[src/cpr_map.svh]
// Offsets, field positions, reset values and timing figures of the clock ratio and protection block
`ifndef CPR_MAP_SVH
`define CPR_MAP_SVH

`define CPR_CFG_ADDR         8'h00
`define CPR_CFG_RESET        8'h63
`define CPR_MCLK_SEL_LSB      0
`define CPR_MCLK_SEL_MSB      2
`define CPR_INTERP_SEL_LSB    3
`define CPR_INTERP_SEL_MSB    4
`define CPR_THERM_REC_BYP_BIT 5
`define CPR_THERM_ADJ_BYP_BIT 6
`define CPR_FAULT_REC_BYP_BIT 7

`define CPR_CLK_HZ           40000000
`define CPR_TW_QUAL_MS       400
// Divide first: the plain product would overflow a 32-bit integer
`define CPR_TW_QUAL_CYC      (`CPR_TW_QUAL_MS * (`CPR_CLK_HZ / 1000))
`define CPR_TICK_NS          100000
`define CPR_TICK_CYC         ((`CPR_TICK_NS * (`CPR_CLK_HZ / 1000000)) / 1000)
`define CPR_HOLD_MIN_TICKS   16'h0001
`define CPR_HOLD_MAX_TICKS   16'h2710

`define CPR_PLL_HZ_32K       32'h01f40000
`define CPR_PLL_HZ_44K1      32'h02b11000
`define CPR_PLL_HZ_48K       32'h02ee0000

`endif

[src/cpr_pkg.sv]
// Types shared by the clock ratio and protection block
`default_nettype none
package cpr_pkg;
    typedef enum logic [1:0] {
        CPR_STAGE_OVERSAMPLE = 2'h0,
        CPR_STAGE_PASS       = 2'h1,
        CPR_STAGE_DOWNSAMPLE = 2'h2
    } cpr_stage_e;

    typedef enum logic [1:0] {
        CPR_FS_32K  = 2'h0,
        CPR_FS_44K1 = 2'h1,
        CPR_FS_48K  = 2'h2
    } cpr_fs_family_e;

    typedef enum logic [1:0] {
        CPR_FLT_IDLE    = 2'h0,
        CPR_FLT_HOLD    = 2'h1,
        CPR_FLT_RELEASE = 2'h3
    } cpr_fault_state_e;
endpackage : cpr_pkg
`default_nettype wire

[src/cpr_tick.sv]
// Free-running divider that gives a one-cycle enable every PERIOD core clocks
`timescale 1ns/1ps
`default_nettype none
module cpr_tick #(
    parameter int unsigned PERIOD = 4000
) (
    input  wire logic core_clk,
    input  wire logic reset_n,
    output logic      tick
);
    localparam int unsigned W = $clog2(PERIOD);
    localparam logic [W-1:0] LAST = W'(PERIOD - 1);

    logic [W-1:0] cnt_r;
    logic [W-1:0] cnt_nxt;

    always_comb begin
        cnt_nxt = (cnt_r == LAST) ? '0 : W'(cnt_r + 1'b1);
    end

    always_ff @(posedge core_clk or negedge reset_n) begin
        if (!reset_n) begin
            cnt_r <= '0;
        end else begin
            cnt_r <= cnt_nxt;
        end
    end

    assign tick = (cnt_r == LAST);
endmodule : cpr_tick
`default_nettype wire

[src/cpr_core.sv]
// Configuration register A, clock ratio decode, thermal limiting and fault recovery sequencing
`timescale 1ns/1ps
`default_nettype none
`include "cpr_map.svh"
module cpr_core #(
    parameter int unsigned TW_QUAL_CYC = `CPR_TW_QUAL_CYC,
    parameter int unsigned COEF_W      = 24
) (
    input  wire logic                   core_clk,
    input  wire logic                   reset_n,
    input  wire logic                   cfg_wr_en,
    input  wire logic [7:0]             cfg_addr,
    input  wire logic [7:0]             cfg_wdata,
    output logic      [7:0]             cfg_rdata,
    input  wire logic [1:0]             fs_family,
    input  wire logic                   thermal_warn_n,
    input  wire logic                   fault_n,
    input  wire logic [15:0]            fault_recovery_const,
    input  wire logic [COEF_W-1:0]      thermal_limit_coef,
    output logic      [9:0]             mclk_ratio,
    output logic                        mclk_ratio_valid,
    output logic      [31:0]            pll_target_hz,
    output cpr_pkg::cpr_stage_e         stage_mode,
    output logic                        limit_active,
    output logic      [COEF_W-1:0]      limit_coef,
    output logic                        pwr_tristate_n
);
    localparam logic [23:0] QUAL = 24'(TW_QUAL_CYC);

    // Ratio in units of fs; zero marks an unavailable combination
    function automatic logic [9:0] ratio_of(input logic [2:0] sel, input logic [1:0] rate);
        logic [9:0] base;
        base = 10'h000;
        unique case (sel)
            3'h5:    base = 10'h240;
            3'h4:    base = 10'h080;
            3'h3:    base = 10'h100;
            3'h2:    base = 10'h180;
            3'h1:    base = 10'h200;
            3'h0:    base = 10'h300;
            default: base = 10'h000;
        endcase
        if (sel == 3'h5 && rate != 2'h0) begin
            base = 10'h000;
        end
        if (rate == 2'h0) begin
            ratio_of = base;
        end else if (rate == 2'h1) begin
            ratio_of = base >> 1;
        end else begin
            ratio_of = base >> 2;
        end
    endfunction : ratio_of

    function automatic logic [15:0] hold_of(input logic [15:0] k);
        if (k < `CPR_HOLD_MIN_TICKS) begin
            hold_of = `CPR_HOLD_MIN_TICKS;
        end else if (k > `CPR_HOLD_MAX_TICKS) begin
            hold_of = `CPR_HOLD_MAX_TICKS;
        end else begin
            hold_of = k;
        end
    endfunction : hold_of

    logic [7:0]  cfg_r, cfg_nxt, rdata_r, rdata_nxt;
    logic [9:0]  ratio_r, ratio_nxt;
    logic        valid_r, valid_nxt;
    logic [31:0] pll_r, pll_nxt;
    cpr_pkg::cpr_stage_e stage_r, stage_nxt;

    wire logic       thermal_recovery_bypass = cfg_r[`CPR_THERM_REC_BYP_BIT];
    wire logic       thermal_adjust_bypass   = cfg_r[`CPR_THERM_ADJ_BYP_BIT];
    wire logic       fault_recovery_bypass   = cfg_r[`CPR_FAULT_REC_BYP_BIT];
    wire logic [1:0] interp_ratio_sel        = cfg_r[`CPR_INTERP_SEL_MSB:`CPR_INTERP_SEL_LSB];
    wire logic [2:0] mclk_ratio_sel          = cfg_r[`CPR_MCLK_SEL_MSB:`CPR_MCLK_SEL_LSB];

    always_comb begin
        cfg_nxt = cfg_r;
        if (cfg_wr_en && cfg_addr == `CPR_CFG_ADDR) begin
            cfg_nxt = cfg_wdata;
        end
        // Other addresses belong to neighbouring blocks and read as zero here
        rdata_nxt = (cfg_addr == `CPR_CFG_ADDR) ? cfg_r : 8'h00;
        ratio_nxt = ratio_of(mclk_ratio_sel, interp_ratio_sel);
        valid_nxt = (ratio_of(mclk_ratio_sel, interp_ratio_sel) != 10'h000);
        unique case (interp_ratio_sel)
            2'h0:    stage_nxt = cpr_pkg::CPR_STAGE_OVERSAMPLE;
            2'h1:    stage_nxt = cpr_pkg::CPR_STAGE_PASS;
            default: stage_nxt = cpr_pkg::CPR_STAGE_DOWNSAMPLE;
        endcase
        unique case (fs_family)
            cpr_pkg::CPR_FS_32K:  pll_nxt = `CPR_PLL_HZ_32K;
            cpr_pkg::CPR_FS_44K1: pll_nxt = `CPR_PLL_HZ_44K1;
            default:              pll_nxt = `CPR_PLL_HZ_48K;
        endcase
    end

    always_ff @(posedge core_clk or negedge reset_n) begin
        if (!reset_n) begin
            cfg_r   <= `CPR_CFG_RESET;
            rdata_r <= 8'h00;
            ratio_r <= 10'h000;
            valid_r <= 1'b0;
            pll_r   <= `CPR_PLL_HZ_48K;
            stage_r <= cpr_pkg::CPR_STAGE_OVERSAMPLE;
        end else begin
            cfg_r   <= cfg_nxt;
            rdata_r <= rdata_nxt;
            ratio_r <= ratio_nxt;
            valid_r <= valid_nxt;
            pll_r   <= pll_nxt;
            stage_r <= stage_nxt;
        end
    end

    // Warning and fault come from the power stage, outside this clock
    logic warn_s1, warn_s2, flt_s1, flt_s2;
    always_ff @(posedge core_clk or negedge reset_n) begin
        if (!reset_n) begin
            warn_s1 <= 1'b1;
            warn_s2 <= 1'b1;
            flt_s1  <= 1'b1;
            flt_s2  <= 1'b1;
        end else begin
            warn_s1 <= thermal_warn_n;
            warn_s2 <= warn_s1;
            flt_s1  <= fault_n;
            flt_s2  <= flt_s1;
        end
    end

    logic [23:0]       wcnt_r, wcnt_nxt;
    logic              lim_r, lim_nxt;
    logic [COEF_W-1:0] coef_r, coef_nxt;
    wire logic         warn_qual = (wcnt_r >= QUAL);

    always_comb begin
        wcnt_nxt = wcnt_r;
        if (warn_s2) begin
            wcnt_nxt = 24'h000000;
        end else if (!warn_qual) begin
            wcnt_nxt = 24'(wcnt_r + 1'b1);
        end
        lim_nxt  = lim_r;
        coef_nxt = coef_r;
        if (thermal_adjust_bypass) begin
            lim_nxt = 1'b0;
        end else if (warn_qual) begin
            lim_nxt  = 1'b1;
            coef_nxt = thermal_limit_coef;
        end else if (warn_s2 && !thermal_recovery_bypass && !fault_recovery_bypass) begin
            // With bit 5 or bit 7 set the limit is held; clearing both bits later releases it
            lim_nxt = 1'b0;
        end
    end

    always_ff @(posedge core_clk or negedge reset_n) begin
        if (!reset_n) begin
            wcnt_r <= 24'h000000;
            lim_r  <= 1'b0;
            coef_r <= '0;
        end else begin
            wcnt_r <= wcnt_nxt;
            lim_r  <= lim_nxt;
            coef_r <= coef_nxt;
        end
    end

    logic tick;
    cpr_tick #(.PERIOD(`CPR_TICK_CYC)) u_tick (
        .core_clk (core_clk),
        .reset_n  (reset_n),
        .tick     (tick)
    );

    cpr_pkg::cpr_fault_state_e st_r, st_nxt;
    logic [15:0] hcnt_r, hcnt_nxt;
    logic        tri_r, tri_nxt;

    always_comb begin
        st_nxt   = st_r;
        hcnt_nxt = hcnt_r;
        unique case (st_r)
            cpr_pkg::CPR_FLT_IDLE: begin
                if (!flt_s2 && !fault_recovery_bypass) begin
                    st_nxt   = cpr_pkg::CPR_FLT_HOLD;
                    hcnt_nxt = hold_of(fault_recovery_const);
                end
            end
            cpr_pkg::CPR_FLT_HOLD: begin
                if (tick) begin
                    hcnt_nxt = 16'(hcnt_r - 1'b1);
                    if (hcnt_r == 16'h0001) begin
                        st_nxt = cpr_pkg::CPR_FLT_RELEASE;
                    end
                end
            end
            cpr_pkg::CPR_FLT_RELEASE: begin
                // High for one tick so the power stage sees a clean release edge
                if (tick) begin
                    if (!flt_s2) begin
                        st_nxt   = cpr_pkg::CPR_FLT_HOLD;
                        hcnt_nxt = hold_of(fault_recovery_const);
                    end else begin
                        st_nxt = cpr_pkg::CPR_FLT_IDLE;
                    end
                end
            end
            default: st_nxt = cpr_pkg::CPR_FLT_IDLE;
        endcase
        if (fault_recovery_bypass) begin
            st_nxt = cpr_pkg::CPR_FLT_IDLE;
        end
        tri_nxt = (st_nxt != cpr_pkg::CPR_FLT_HOLD);
    end

    always_ff @(posedge core_clk or negedge reset_n) begin
        if (!reset_n) begin
            st_r   <= cpr_pkg::CPR_FLT_IDLE;
            hcnt_r <= 16'h0000;
            tri_r  <= 1'b1;
        end else begin
            st_r   <= st_nxt;
            hcnt_r <= hcnt_nxt;
            tri_r  <= tri_nxt;
        end
    end

    assign cfg_rdata        = rdata_r;
    assign mclk_ratio       = ratio_r;
    assign mclk_ratio_valid = valid_r;
    assign pll_target_hz    = pll_r;
    assign stage_mode       = stage_r;
    assign limit_active     = lim_r;
    assign limit_coef       = coef_r;
    assign pwr_tristate_n   = tri_r;

    a_ratio_base256: assert property (@(posedge core_clk) disable iff (!reset_n)
        (mclk_ratio_sel == 3'h3 && interp_ratio_sel == 2'h0) ##1
        (mclk_ratio_sel == 3'h3 && interp_ratio_sel == 2'h0) |-> mclk_ratio == 10'h100)
        else $error("ratio for code 011 at base rate is not 256");
    a_ratio_quarter: assert property (@(posedge core_clk) disable iff (!reset_n)
        (mclk_ratio_sel == 3'h0 && interp_ratio_sel == 2'h2) |=> (mclk_ratio == 10'h0c0 && mclk_ratio_valid))
        else $error("quad rate ratio for code 000 is not 192");
    a_ratio_na: assert property (@(posedge core_clk) disable iff (!reset_n)
        (mclk_ratio_sel == 3'h5 && interp_ratio_sel != 2'h0) |=> !mclk_ratio_valid)
        else $error("code 101 accepted at a higher rate");
    a_pll_target: assert property (@(posedge core_clk) disable iff (!reset_n)
        (fs_family == cpr_pkg::CPR_FS_44K1) |=> pll_target_hz == 32'h02b11000)
        else $error("wrong internal clock for 44.1 kHz family");
    a_cfg_write: assert property (@(posedge core_clk) disable iff (!reset_n)
        (cfg_wr_en && cfg_addr == 8'h00) |=> ##1 (cfg_rdata == $past(cfg_wdata, 2) || $past(cfg_wr_en)))
        else $error("register write not seen on read data");
    a_stage_pass: assert property (@(posedge core_clk) disable iff (!reset_n)
        interp_ratio_sel == 2'h1 |=> stage_mode == cpr_pkg::CPR_STAGE_PASS)
        else $error("pass-through not selected for code 01");
    a_limit_bypass: assert property (@(posedge core_clk) disable iff (!reset_n)
        thermal_adjust_bypass |=> !limit_active)
        else $error("limit applied while adjustment bypassed");
    a_limit_set: assert property (@(posedge core_clk) disable iff (!reset_n)
        (!thermal_adjust_bypass && wcnt_r == QUAL) |=> (limit_active && limit_coef == $past(thermal_limit_coef)))
        else $error("limit not applied after qualified warning");
    a_limit_sticky: assert property (@(posedge core_clk) disable iff (!reset_n)
        (limit_active && !thermal_adjust_bypass && (thermal_recovery_bypass || fault_recovery_bypass))
        |=> limit_active)
        else $error("limit dropped while recovery bypassed");
    // The count is still qualified in the first cycle after the warning clears, and the set wins there
    a_limit_clear: assert property (@(posedge core_clk) disable iff (!reset_n)
        (limit_active && !thermal_adjust_bypass && !thermal_recovery_bypass && !fault_recovery_bypass
         && warn_s2 && !warn_qual) |=> !limit_active)
        else $error("limit kept after warning cleared");
    a_fault_start: assert property (@(posedge core_clk) disable iff (!reset_n)
        (st_r == cpr_pkg::CPR_FLT_IDLE && !flt_s2 && !fault_recovery_bypass) |=> !pwr_tristate_n)
        else $error("fault did not pull tristate low");
    a_fault_bypass: assert property (@(posedge core_clk) disable iff (!reset_n)
        fault_recovery_bypass |=> pwr_tristate_n)
        else $error("recovery ran while bypassed");
endmodule : cpr_core
`default_nettype wire

[config.mk]
export PLATFORM = sky130hd
export DESIGN_NAME = cpr_core
export DESIGN_NICKNAME = d
export VERILOG_FILES = /design/src/cpr_pkg.sv /design/src/cpr_tick.sv /design/src/cpr_core.sv
export VERILOG_INCLUDE_DIRS = /design/src
export SDC_FILE = /design/constraint.sdc
export NUM_CORES = 1
export LEC_CHECK = 0
export BUFFER_PORTS_ARGS = -buffer_cell sky130_fd_sc_hd__buf_2
export CAP_MARGIN = 0
export CORE_ASPECT_RATIO = 1.4
export CORE_MARGIN = 4
export CORE_UTILIZATION = 40
export DETAILED_ROUTE_END_ITERATION = 10
export GPL_ROUTABILITY_DRIVEN = 0
export PLACE_DENSITY_LB_ADDON = 0.25
export SYNTH_ARGS = -nofsm -noshare
export SYNTH_HDL_FRONTEND = slang
export SYNTH_SLANG_ARGS = --single-unit
[constraint.sdc]
create_clock -name core_clk -period 4 [get_ports core_clk]
set_clock_uncertainty 0.2 [all_clocks]
set_input_delay 0.8 -clock core_clk [delete_from_list [all_inputs] [get_ports core_clk]]
set_output_delay 0.8 -clock core_clk [all_outputs]
set_load 0.05 [all_outputs]
; ---- Yosys cells after proc, flatten, opt, wreduce, memory -nomap -nowiden
; Cells that the tools add are included.
[classes]
n_addsub = 3
n_lt_le_gt_ge = 3
eq_ne = 17
n_mux = 27
n_bitwise = 1
n_reduce_logical = 19
[op_table]
columns = operator, n
row1 = $mux 16, 6
row2 = $pmux 10 s6, 1
row3 = $pmux 26 s2, 1
row4 = $mux 24, 2
row5 = $pmux 16 s3, 1
row6 = $add 24x1->24 const B, 1
row7 = $ge 24x24->1 const B, 1
row8 = $mux 10, 2
row9 = $eq 16x1->1 const B, 1
row10 = $gt 16x14->1 const B, 1
row11 = $lt 16x1->1 const B, 1
row12 = $sub 16x1->16 const B, 1
row13 = $add 12x1->12 const B, 1
row14 = $eq 12x12->1 const B, 1
row15 = $mux 12, 1
row16 = $mux 2, 5
row17 = $ne 2x2->1 const B, 5
row18 = $reduce_bool 10->1, 1
row19 = $mux 9, 1
row20 = $logic_not 8->1, 1
row21 = $mux 8, 1
row22 = $eq 2x1->1 const B, 3
row23 = $eq 3x2->1 const B, 2
row24 = $eq 3x3->1 const B, 2
row25 = 15 further kinds, 27
[word_totals]
register_bits = 145
inputBits = 63
out_inout_bits = 79
elab_cells = 87

; ---- Logic depth before layout (Yosys ltp)
; Gate-level depths: netlist of run 1.
[logic_depth]
word_depth = 6
depth_mapped = 7
depth_no_buf = 7

; ---- Modules after synthesis
; From an unflattened synthesis of run 1, not the netlist that was laid out.
[unflattened]
cells_unflattened = 519
hier_area_um2 = 5566.6
[modules_own_cells]
columns = module, instances, cells_per_inst, area_each_um2, seq_area_each_um2
row1 = cpr_core, 1, 464, 4989.8, 2592.5
row2 = cpr_tick, 1, 55, 576.8, 300.3

; ---- Least setup slack after synthesis of run 1
; OpenSTA, ideal clock, no wires.
[synth_path]
path_kind = register to register
from = register u_tick.cnt_r[0]
to = register hcnt_r[2]
setup_ns = 0.066
t_arrival_ns = 1.922
required_ns = 3.734
setup_slack_ns = 1.812
path_stages_with_launch = 7
n_path_buf = 0
period_less_slack_ns = 2.188
cell_sequence = dfrtp_1 -> ha_1 -> nand4_4 -> or4b_4 -> a211oi_4 -> o21a_4 -> a221o_1
[synth_between]
elab_chain_cells = 3
word_cells_on_any_way = 4
classes_between = eq/ne: 3 / reduce/logical: 1
[synth_rtl]
columns = item, line_no
row1 = "start, declared", cpr_tick.sv:14  ; logic [W-1:0] cnt_r;
row2 = "start signal, assigned", cpr_tick.sv:25  ; cnt_r <= cnt_nxt;
row3 = $eq 12x12->1 *, cpr_tick.sv:29  ; assign tick = (cnt_r == LAST);
row4 = $ne 2x2->1 (no source line), --
row5 = $reduce_and 5->1 (no source line) *, --
row6 = "end signal, assigned", cpr_core.sv:224  ; hcnt_r <= hcnt_nxt;
row7 = "end, declared", cpr_core.sv:177  ; logic [15:0] hcnt_r, hcnt_nxt;
; Every way passes the cells marked *; elsewhere a longest branch is shown, timed or not.
; A chain may end at the register's enable or synchronous reset.

; ---- Worst setup path in the final report of run 1
[layout_path]
from = register wcnt_r[19]
to = register coef_r[10] (netlist: limit_coef[10])
[layout_between]
elab_chain_cells = 2
[layout_rtl]
columns = item, line_no
row1 = "start, declared", cpr_core.sv:132  ; logic [23:0] wcnt_r, wcnt_nxt;
row2 = "start signal, assigned", cpr_core.sv:163  ; wcnt_r <= wcnt_nxt;
row3 = $ge 24x24->1, cpr_core.sv:135  ; wire logic warn_qual = (wcnt_r >= QUAL);
row4 = $reduce_and 2->1 (no source line), --
row5 = "end signal, assigned", cpr_core.sv:165  ; coef_r <= coef_nxt;
row6 = "end, declared", cpr_core.sv:134  ; logic [COEF_W-1:0] coef_r, coef_nxt;
; No other way between the ends.

==> flow_summary.yaml, run 1 <==
die:
  fp.dieH_microns: 147
  num_rows: 50
  start_util_pct: 41.0
  core-area_sq_mm: 0.0135
  die_width_microns: 107
  die_area_sq_mm: 0.0158
  io_pins: 142
setup_path:
  startpoint_type: "register"
  worstPathArrival_ns: 3.02
  end_kind: "register"
  worstPathCellList: "o21ai_0 -> a311o_1 -> nor2_2 -> mux2_2"
  critPathRequiredTime_ns: 4.08
  slowest_delay_ns: 1.02
  crit_path_max_fanout: 24
  worst_path_max_delay_cell: "nor2_2"
  crit_type: "reg2reg"
synth:
  syn_area_sq_mm: 0.00551
  syn_area_per_cell_sq_um: 10.6
  synth_top_area_share_pct: 46.7
  async_reset_ff_share_pct: 100
  synth_commonest_cells: "103 x dfrtp_1, 57 x nor2_1, 33 x nand2_1"
  synth_cell_types: 58
  synth_edf_count: 0
  yosys_warnings: 0
  netlist_instances: 521
  synthFlopType: "dfrtp_1"
  yosysSeqAreaShare_pct: 52.5
  synth_top_area_cell: "dfrtp_1"
  synth_area_leaders: "dfrtp_1 47%, mux2_2 6.5%, dfstp_2 5.7%"
  synth-seq-cells: 115
  synth_most_common_cell: "dfrtp_1"
placement:
  port_buffers: 114
  postPlaceCellArea_sq_mm: 0.00614
  hpwl_microns: 8780
  pre_cts_ws_ns: 1.06
  place_inst: 795
cts:
  clkSinkCount: 115
  cts_inserted_buffers: 17
  clock_tree.root_cell: "clkbuf_16"
  cts-resized-gates: 0
  cts-htree-levels: 4
  ctsHoldBuffers: 0
  insertion_delay_ns: 0.41
  cts_tree: "built"
  clockBufferDepth: 2
  path_clk_slew_ns: 0.06
  post_cts_buffers: 0
power:
  finalPower_mw: 2.96
  max-vdd-ir-drop_mv: 0.249
  leakagePower_nw: 3.15
  p_switching_uw: 800
  power_frac_comb_pct: 9.6
  switching_share_pct: 27.0
  pwr-share-seq_pct: 41.9
  power.density_mw_per_mm2: 442
  clkPwrFrac_pct: 48.5
  p_int_mw: 2.16
timing:
  slew_headroom_pct: 21.3
  tns_ns: 0
  finalCriticalPeriod_ns: 2.94
  hold_viol_final: 0
  worst_pin_slew_ns: 1.18
  whs_ns: 0.155
  rsz0062_at_grt: "no"
  setup_viol: 0
  slew_viol_final: 0
  min_period_over_period_pct: 73.5
  max_freq_ghz: 0.340
  finalWorstSetupSlack_ns: 1.06
final_layout:
  design_area_sq_mm: 0.00671
  final_nets: 700
  fin_cells: 827
  areaGrowthSynthToFinish_pct: 21.6
  final_util_pct: 49.9
  drive_gt1_share_pct: 32.2
  antenna_cells: 0
grt:
  grt_first_pass_wirelength_microns: 20300
  antenna_found_initial: 0
  grt_start_max_net_pins: 66
  grt_overflow: 0
  grt_usage_pct: 15.9
  grt_pass1_vias: 4212
outcome:
  status: "finished clean"
drt:
  drc: 0
  vias: 4192
  drt-total-wl_microns: 12300
  wl_per_cell_microns: 14.9
  dr.pass1.iters: 5
  drt_iter0_markers: 166
  ant_nets: 0
  viasPerCell: 5.07
min_path:
  hold_path_class: "reg2reg"
flow_run:
  maxCapViolCount: 0
## worst paths after layout
check	from	endpoint	slack, ns	depth (start not counted)
max	wcnt_r[19]	limit_coef[10]	1.06	4
min	flt_s1	flt_s2	0.15	0
max reg2reg	wcnt_r[19]	limit_coef[10]	1.06	4
min reg2reg	flt_s1	flt_s2	0.15	0
max in group asynchronous	reset_n	warn_s1	2.54	2
min in group asynchronous	reset_n	pll_target_hz[20]	0.23	1
## per-layer routing
| metal | global-route usage, % | wire (microns) | vias to the layer above | part of all wire [%] |
|---|---|---|---|---|
| met4 | 6.01 | 225 | 0 | 1.8 |
| met5 | 0 | 0 | - | 0 |
| li1 | - | - | 2013 | - |
| met3 | 4.04 | 517 | 17 | 4.2 |
| met1 | 18.0 | 4890 | 2050 | 40 |
| met2 | 28.4 | 6650 | 112 | 54 |
## cells by family after synthesis
kind of cell	after synthesis	share of synthesized area (%)
flops	115	52.5
buf+inv	64	6.47
mux	32	6.54
simple gates	195	18.9
other cells	2	0.136
xor+xnor	25	3.97
compound gates	83	10.4
fa+ha+maj	5	1.13
## sequential cells by signal (all words and copies together) (netlist names)
name	flops
limit_coef	24
wcnt_r	24
hcnt_r	16
u_tick.cnt_r	12
cfg_r	8
cfg_rdata	8
mclk_ratio	6
pll_target_hz	6
st_r	2
stage_mode	2
flt_s1	1
flt_s2	1
limit_active	1
mclk_ratio_valid	1
pwr_tristate_n	1
warn_s1	1
warn_s2	1
## final cells by class
cell class | count | area (sq um)
Fill cell | 1241 | 6740
Timing Repair Buffer | 116 | 601
Clock inverter | 14 | 129
Tap cell | 182 | 228
Sequential cell | 115 | 2890
Clock buffer | 18 | 439
Inverter | 14 | 52.6
Multi-Input combinational cell | 368 | 2360
## cell usage in the layout, fill, tap and decap left out, types with 12 or more instances in the layout
cell,n
nand2_1,33
conb_1,28
xor2_1,20
clkbuf_16,17
o21ai_0,27
inv_1,14
a21oi_1,18
dfrtp_1,103
nand3_1,18
dfstp_2,12
mux2_2,32
nor2_1,56
nand4_1,14
buf_2,113
## critical path, delay by kind of cell (launching register included)
kind            cells  cell delay [ns]
simple gates        1             1.02
mux                 1             0.43
compound gates      2             0.74
flops               1             0.42
## power groups by stage
| stage | clock, mW | sequential, mW | combinational (mW) |
|---|---|---|---|
| after detailed placement | 0 | 1.26 | 0.286 |
| after global placement | 0 | 1.26 | 0.285 |
| final | 1.44 | 1.24 | 0.284 |
| after floorplan | 0 | 1.29 | 0.183 |
| after global routing | 1.52 | 1.25 | 0.310 |
| after CTS | 1.46 | 1.24 | 0.287 |
Power figures use the tool's default switching activity.
==> inputs of run 2 (changes only) <==
ABC_AREA = 1   (was default)
clock period = 2.41 ns   (was 4 ns; I/O delays follow)
==> run 2 against run 1 <==
- synthesized area increased by 11%
- sequential power grew 73%
- sequential share of layout area is 4.0 points lower
- clock power grew 80%
- total power up 80%
- critical path depth rose by 3
- global-route usage up 1.5 points
- wire length is 18% higher
- die area rose by 9.9%
- via count up 24%
- utilization decreased by 0.58 points
- non-clock buffer count increased by 10
- highest routed layer unchanged
==> flow_summary.yaml, run 2 <==
final_layout:
  final_common_cell: "nand2_1"
  nFillCells: 1521
  final_nets: 982
  regArea_sq_mm: 0.00289
  antenna_cells: 0
  layout_common_cells: "193 x nand2_1, 113 x buf_2, 111 x nor2_1"
  areaGrowthSynthToFinish_pct: 21.2
  multi_input_area_sq_mm: 0.00254
  drive_gt1_share_pct: 20.4
flow_run:
  maxCapViolCount: 0
synth:
  synth_top_area_share_pct: 42.3
  yosysSeqAreaShare_pct: 47.5
  synth_commonest_cells: "193 x nand2_1, 111 x nor2_1, 106 x inv_1"
  synth_cell_types: 42
  synth_area_leaders: "dfrtp_1 42%, nand2_1 12%, nor2_1 6.8%"
  syn_area_sq_mm: 0.00610
  async_reset_ff_share_pct: 100
  netlist_instances: 792
  yosys_warnings: 0
  synthFlopType: "dfrtp_1"
  synth_top_area_cell: "dfrtp_1"
  synth_most_common_cell: "nand2_1"
  synth_edf_count: 0
  synth-seq-cells: 115
  syn_area_per_cell_sq_um: 7.70
drt:
  drt-total-wl_microns: 14500
  ant_nets: 0
  dr.pass1.iters: 6
  drt_iter0_markers: 220
  vias: 5214
  viasPerCell: 4.66
  wl_per_cell_microns: 12.9
  drc: 0
timing:
  tns_ns: 0
  setup_viol: 0
  rsz0062_at_grt: "no"
  min_period_over_period_pct: 79.5
  finalCriticalPeriod_ns: 1.92
  slew_viol_final: 0
  hold_viol_final: 0
  max_freq_ghz: 0.522
setup_path:
  crit_path_max_fanout: 7
  reg2reg_depth: 7
  r2r_slack_ns: 0.49
  critPathRequiredTime_ns: 2.51
  r2r-end: "wcnt_r[12]"
  startpoint_type: "register"
  crit_type: "reg2reg"
  end_kind: "register"
  worstPathArrival_ns: 2.01
  r2r-start: "wcnt_r[0]"
die:
  core-area_sq_mm: 0.0150
  num_rows: 53
  die_area_sq_mm: 0.0173
  io_pins: 142
  start_util_pct: 40.7
  die_width_microns: 112
  fp.dieH_microns: 154
power:
  finalPower_mw: 5.32
  power.density_mw_per_mm2: 721
  max-vdd-ir-drop_mv: 0.424
  leakagePower_nw: 3.82
cts:
  cts_tree: "built"
  ctsHoldBuffers: 4
  clock_tree.root_cell: "clkbuf_16"
  cts-resized-gates: 0
  clockBufferDepth: 2
  clkSinkCount: 115
  cts_inserted_buffers: 17
  post_cts_buffers: 0
  path_clk_slew_ns: 0.06
  cts-htree-levels: 4
  insertion_delay_ns: 0.42
min_path:
  holdPathEnd: "pll_target_hz[24]"
  hold_path_class: "in2reg"
  whs_path_depth: 2
  hp-start: "fs_family[0]"
placement:
  port_buffers: 114
  hpwl_microns: 10900
grt:
  grt_usage_pct: 17.4
  grt_pass1_vias: 4994
  grt_first_pass_wirelength_microns: 24100
  grt_start_max_net_pins: 50
  grt_overflow: 0
  antenna_found_initial: 0
outcome:
  status: "finished clean"
-- run 2: cell count changes in the layout (fill, tap and decap cells not counted), sizes merged, moves of 15 or more --
cell	before	now
inv	18	112
nand3	19	56
o21ai	27	53
xor2	20	5
mux2	32	0
a21oi	18	37
nand2	33	199
nor2	57	116
-- run 2: worst max path at each step --
stage                    from        endpoint  cells after the start
6_report            wcnt_r[0]      wcnt_r[12]                      7
5_1_grt             wcnt_r[0]      wcnt_r[12]                      7
4_1_cts        pwr_tristate_n  pwr_tristate_n                      1
3_5_place_dp      cfg_addr[1]        cfg_r[4]                      7
3_3_place_gp      cfg_addr[1]        cfg_r[3]                      7
2_1_floorplan       wcnt_r[0]      wcnt_r[12]                      7
-- run 2: kinds of logic (layout without fill, tap and decap cells) --
group | Yosys count | in the layout | share of synthesized area (%)
flops | 115 | 115 | 47.5
simple gates | 411 | 411 | 29.5
compound gates | 96 | 96 | 8.46
fa+ha+maj | 5 | 5 | 1.03
xor+xnor | 7 | 7 | 1.01
buf+inv | 156 | 265 | 12.4
other cells | 2 | 28 | 0.123
-- run 2: per-layer routing --
metal	up-vias	GRT usage, %	wire length (microns)
met5	-	0	0
met4	0	6.82	281
met3	19	4.84	777
met2	130	29.8	7390
met1	2373	20.5	6020
li1	2692	-	-
-- run 2: final cells by class --
type | instances | share of cell area (%)
clock buffer | 18 | 5.81
timing repair buffer | 126 | 9.45
sequential | 115 | 39.2
multi-input combinational | 547 | 34.4
tap | 192 | 3.25
clock inverter | 14 | 2.37
inverter | 107 | 5.51
-- run 2: where the power goes --
part	total, mW	switching, mW	internal, mW
combinational	0.591	0.412	0.178
sequential	2.15	0.100	2.05
clock	2.59	0.949	1.64
total	5.32	1.46	3.86
-- run 2: metrics by stage --
step | utilization [%] | hold slack, ns | instances | worst slack, ns | cell area [sq um]
after floorplan | - | -0.0136 | 818 | 0.702 | 6190
after global routing | 49.3 | 0.0243 | 1119 | 0.206 | 7390
after detailed placement | 45.0 | 0.147 | 1083 | 0.457 | 6740
after CTS | 49.3 | 0.0197 | 1119 | 0.477 | 7390
after global placement | 45.0 | 0.147 | 1083 | 0.482 | 6740
final | 49.3 | 0.0449 | 1119 | 0.494 | 7390
-- run 2: worst max-delay path, stage by stage (launching register included) --
cell	delay [ns]
dfrtp_1	0.40
ha_1	0.30
nand3_1	0.19
nor3_4	0.23
nor3b_1	0.27
nand3_1	0.10
nand2_1	0.07
nor2_1	0.04
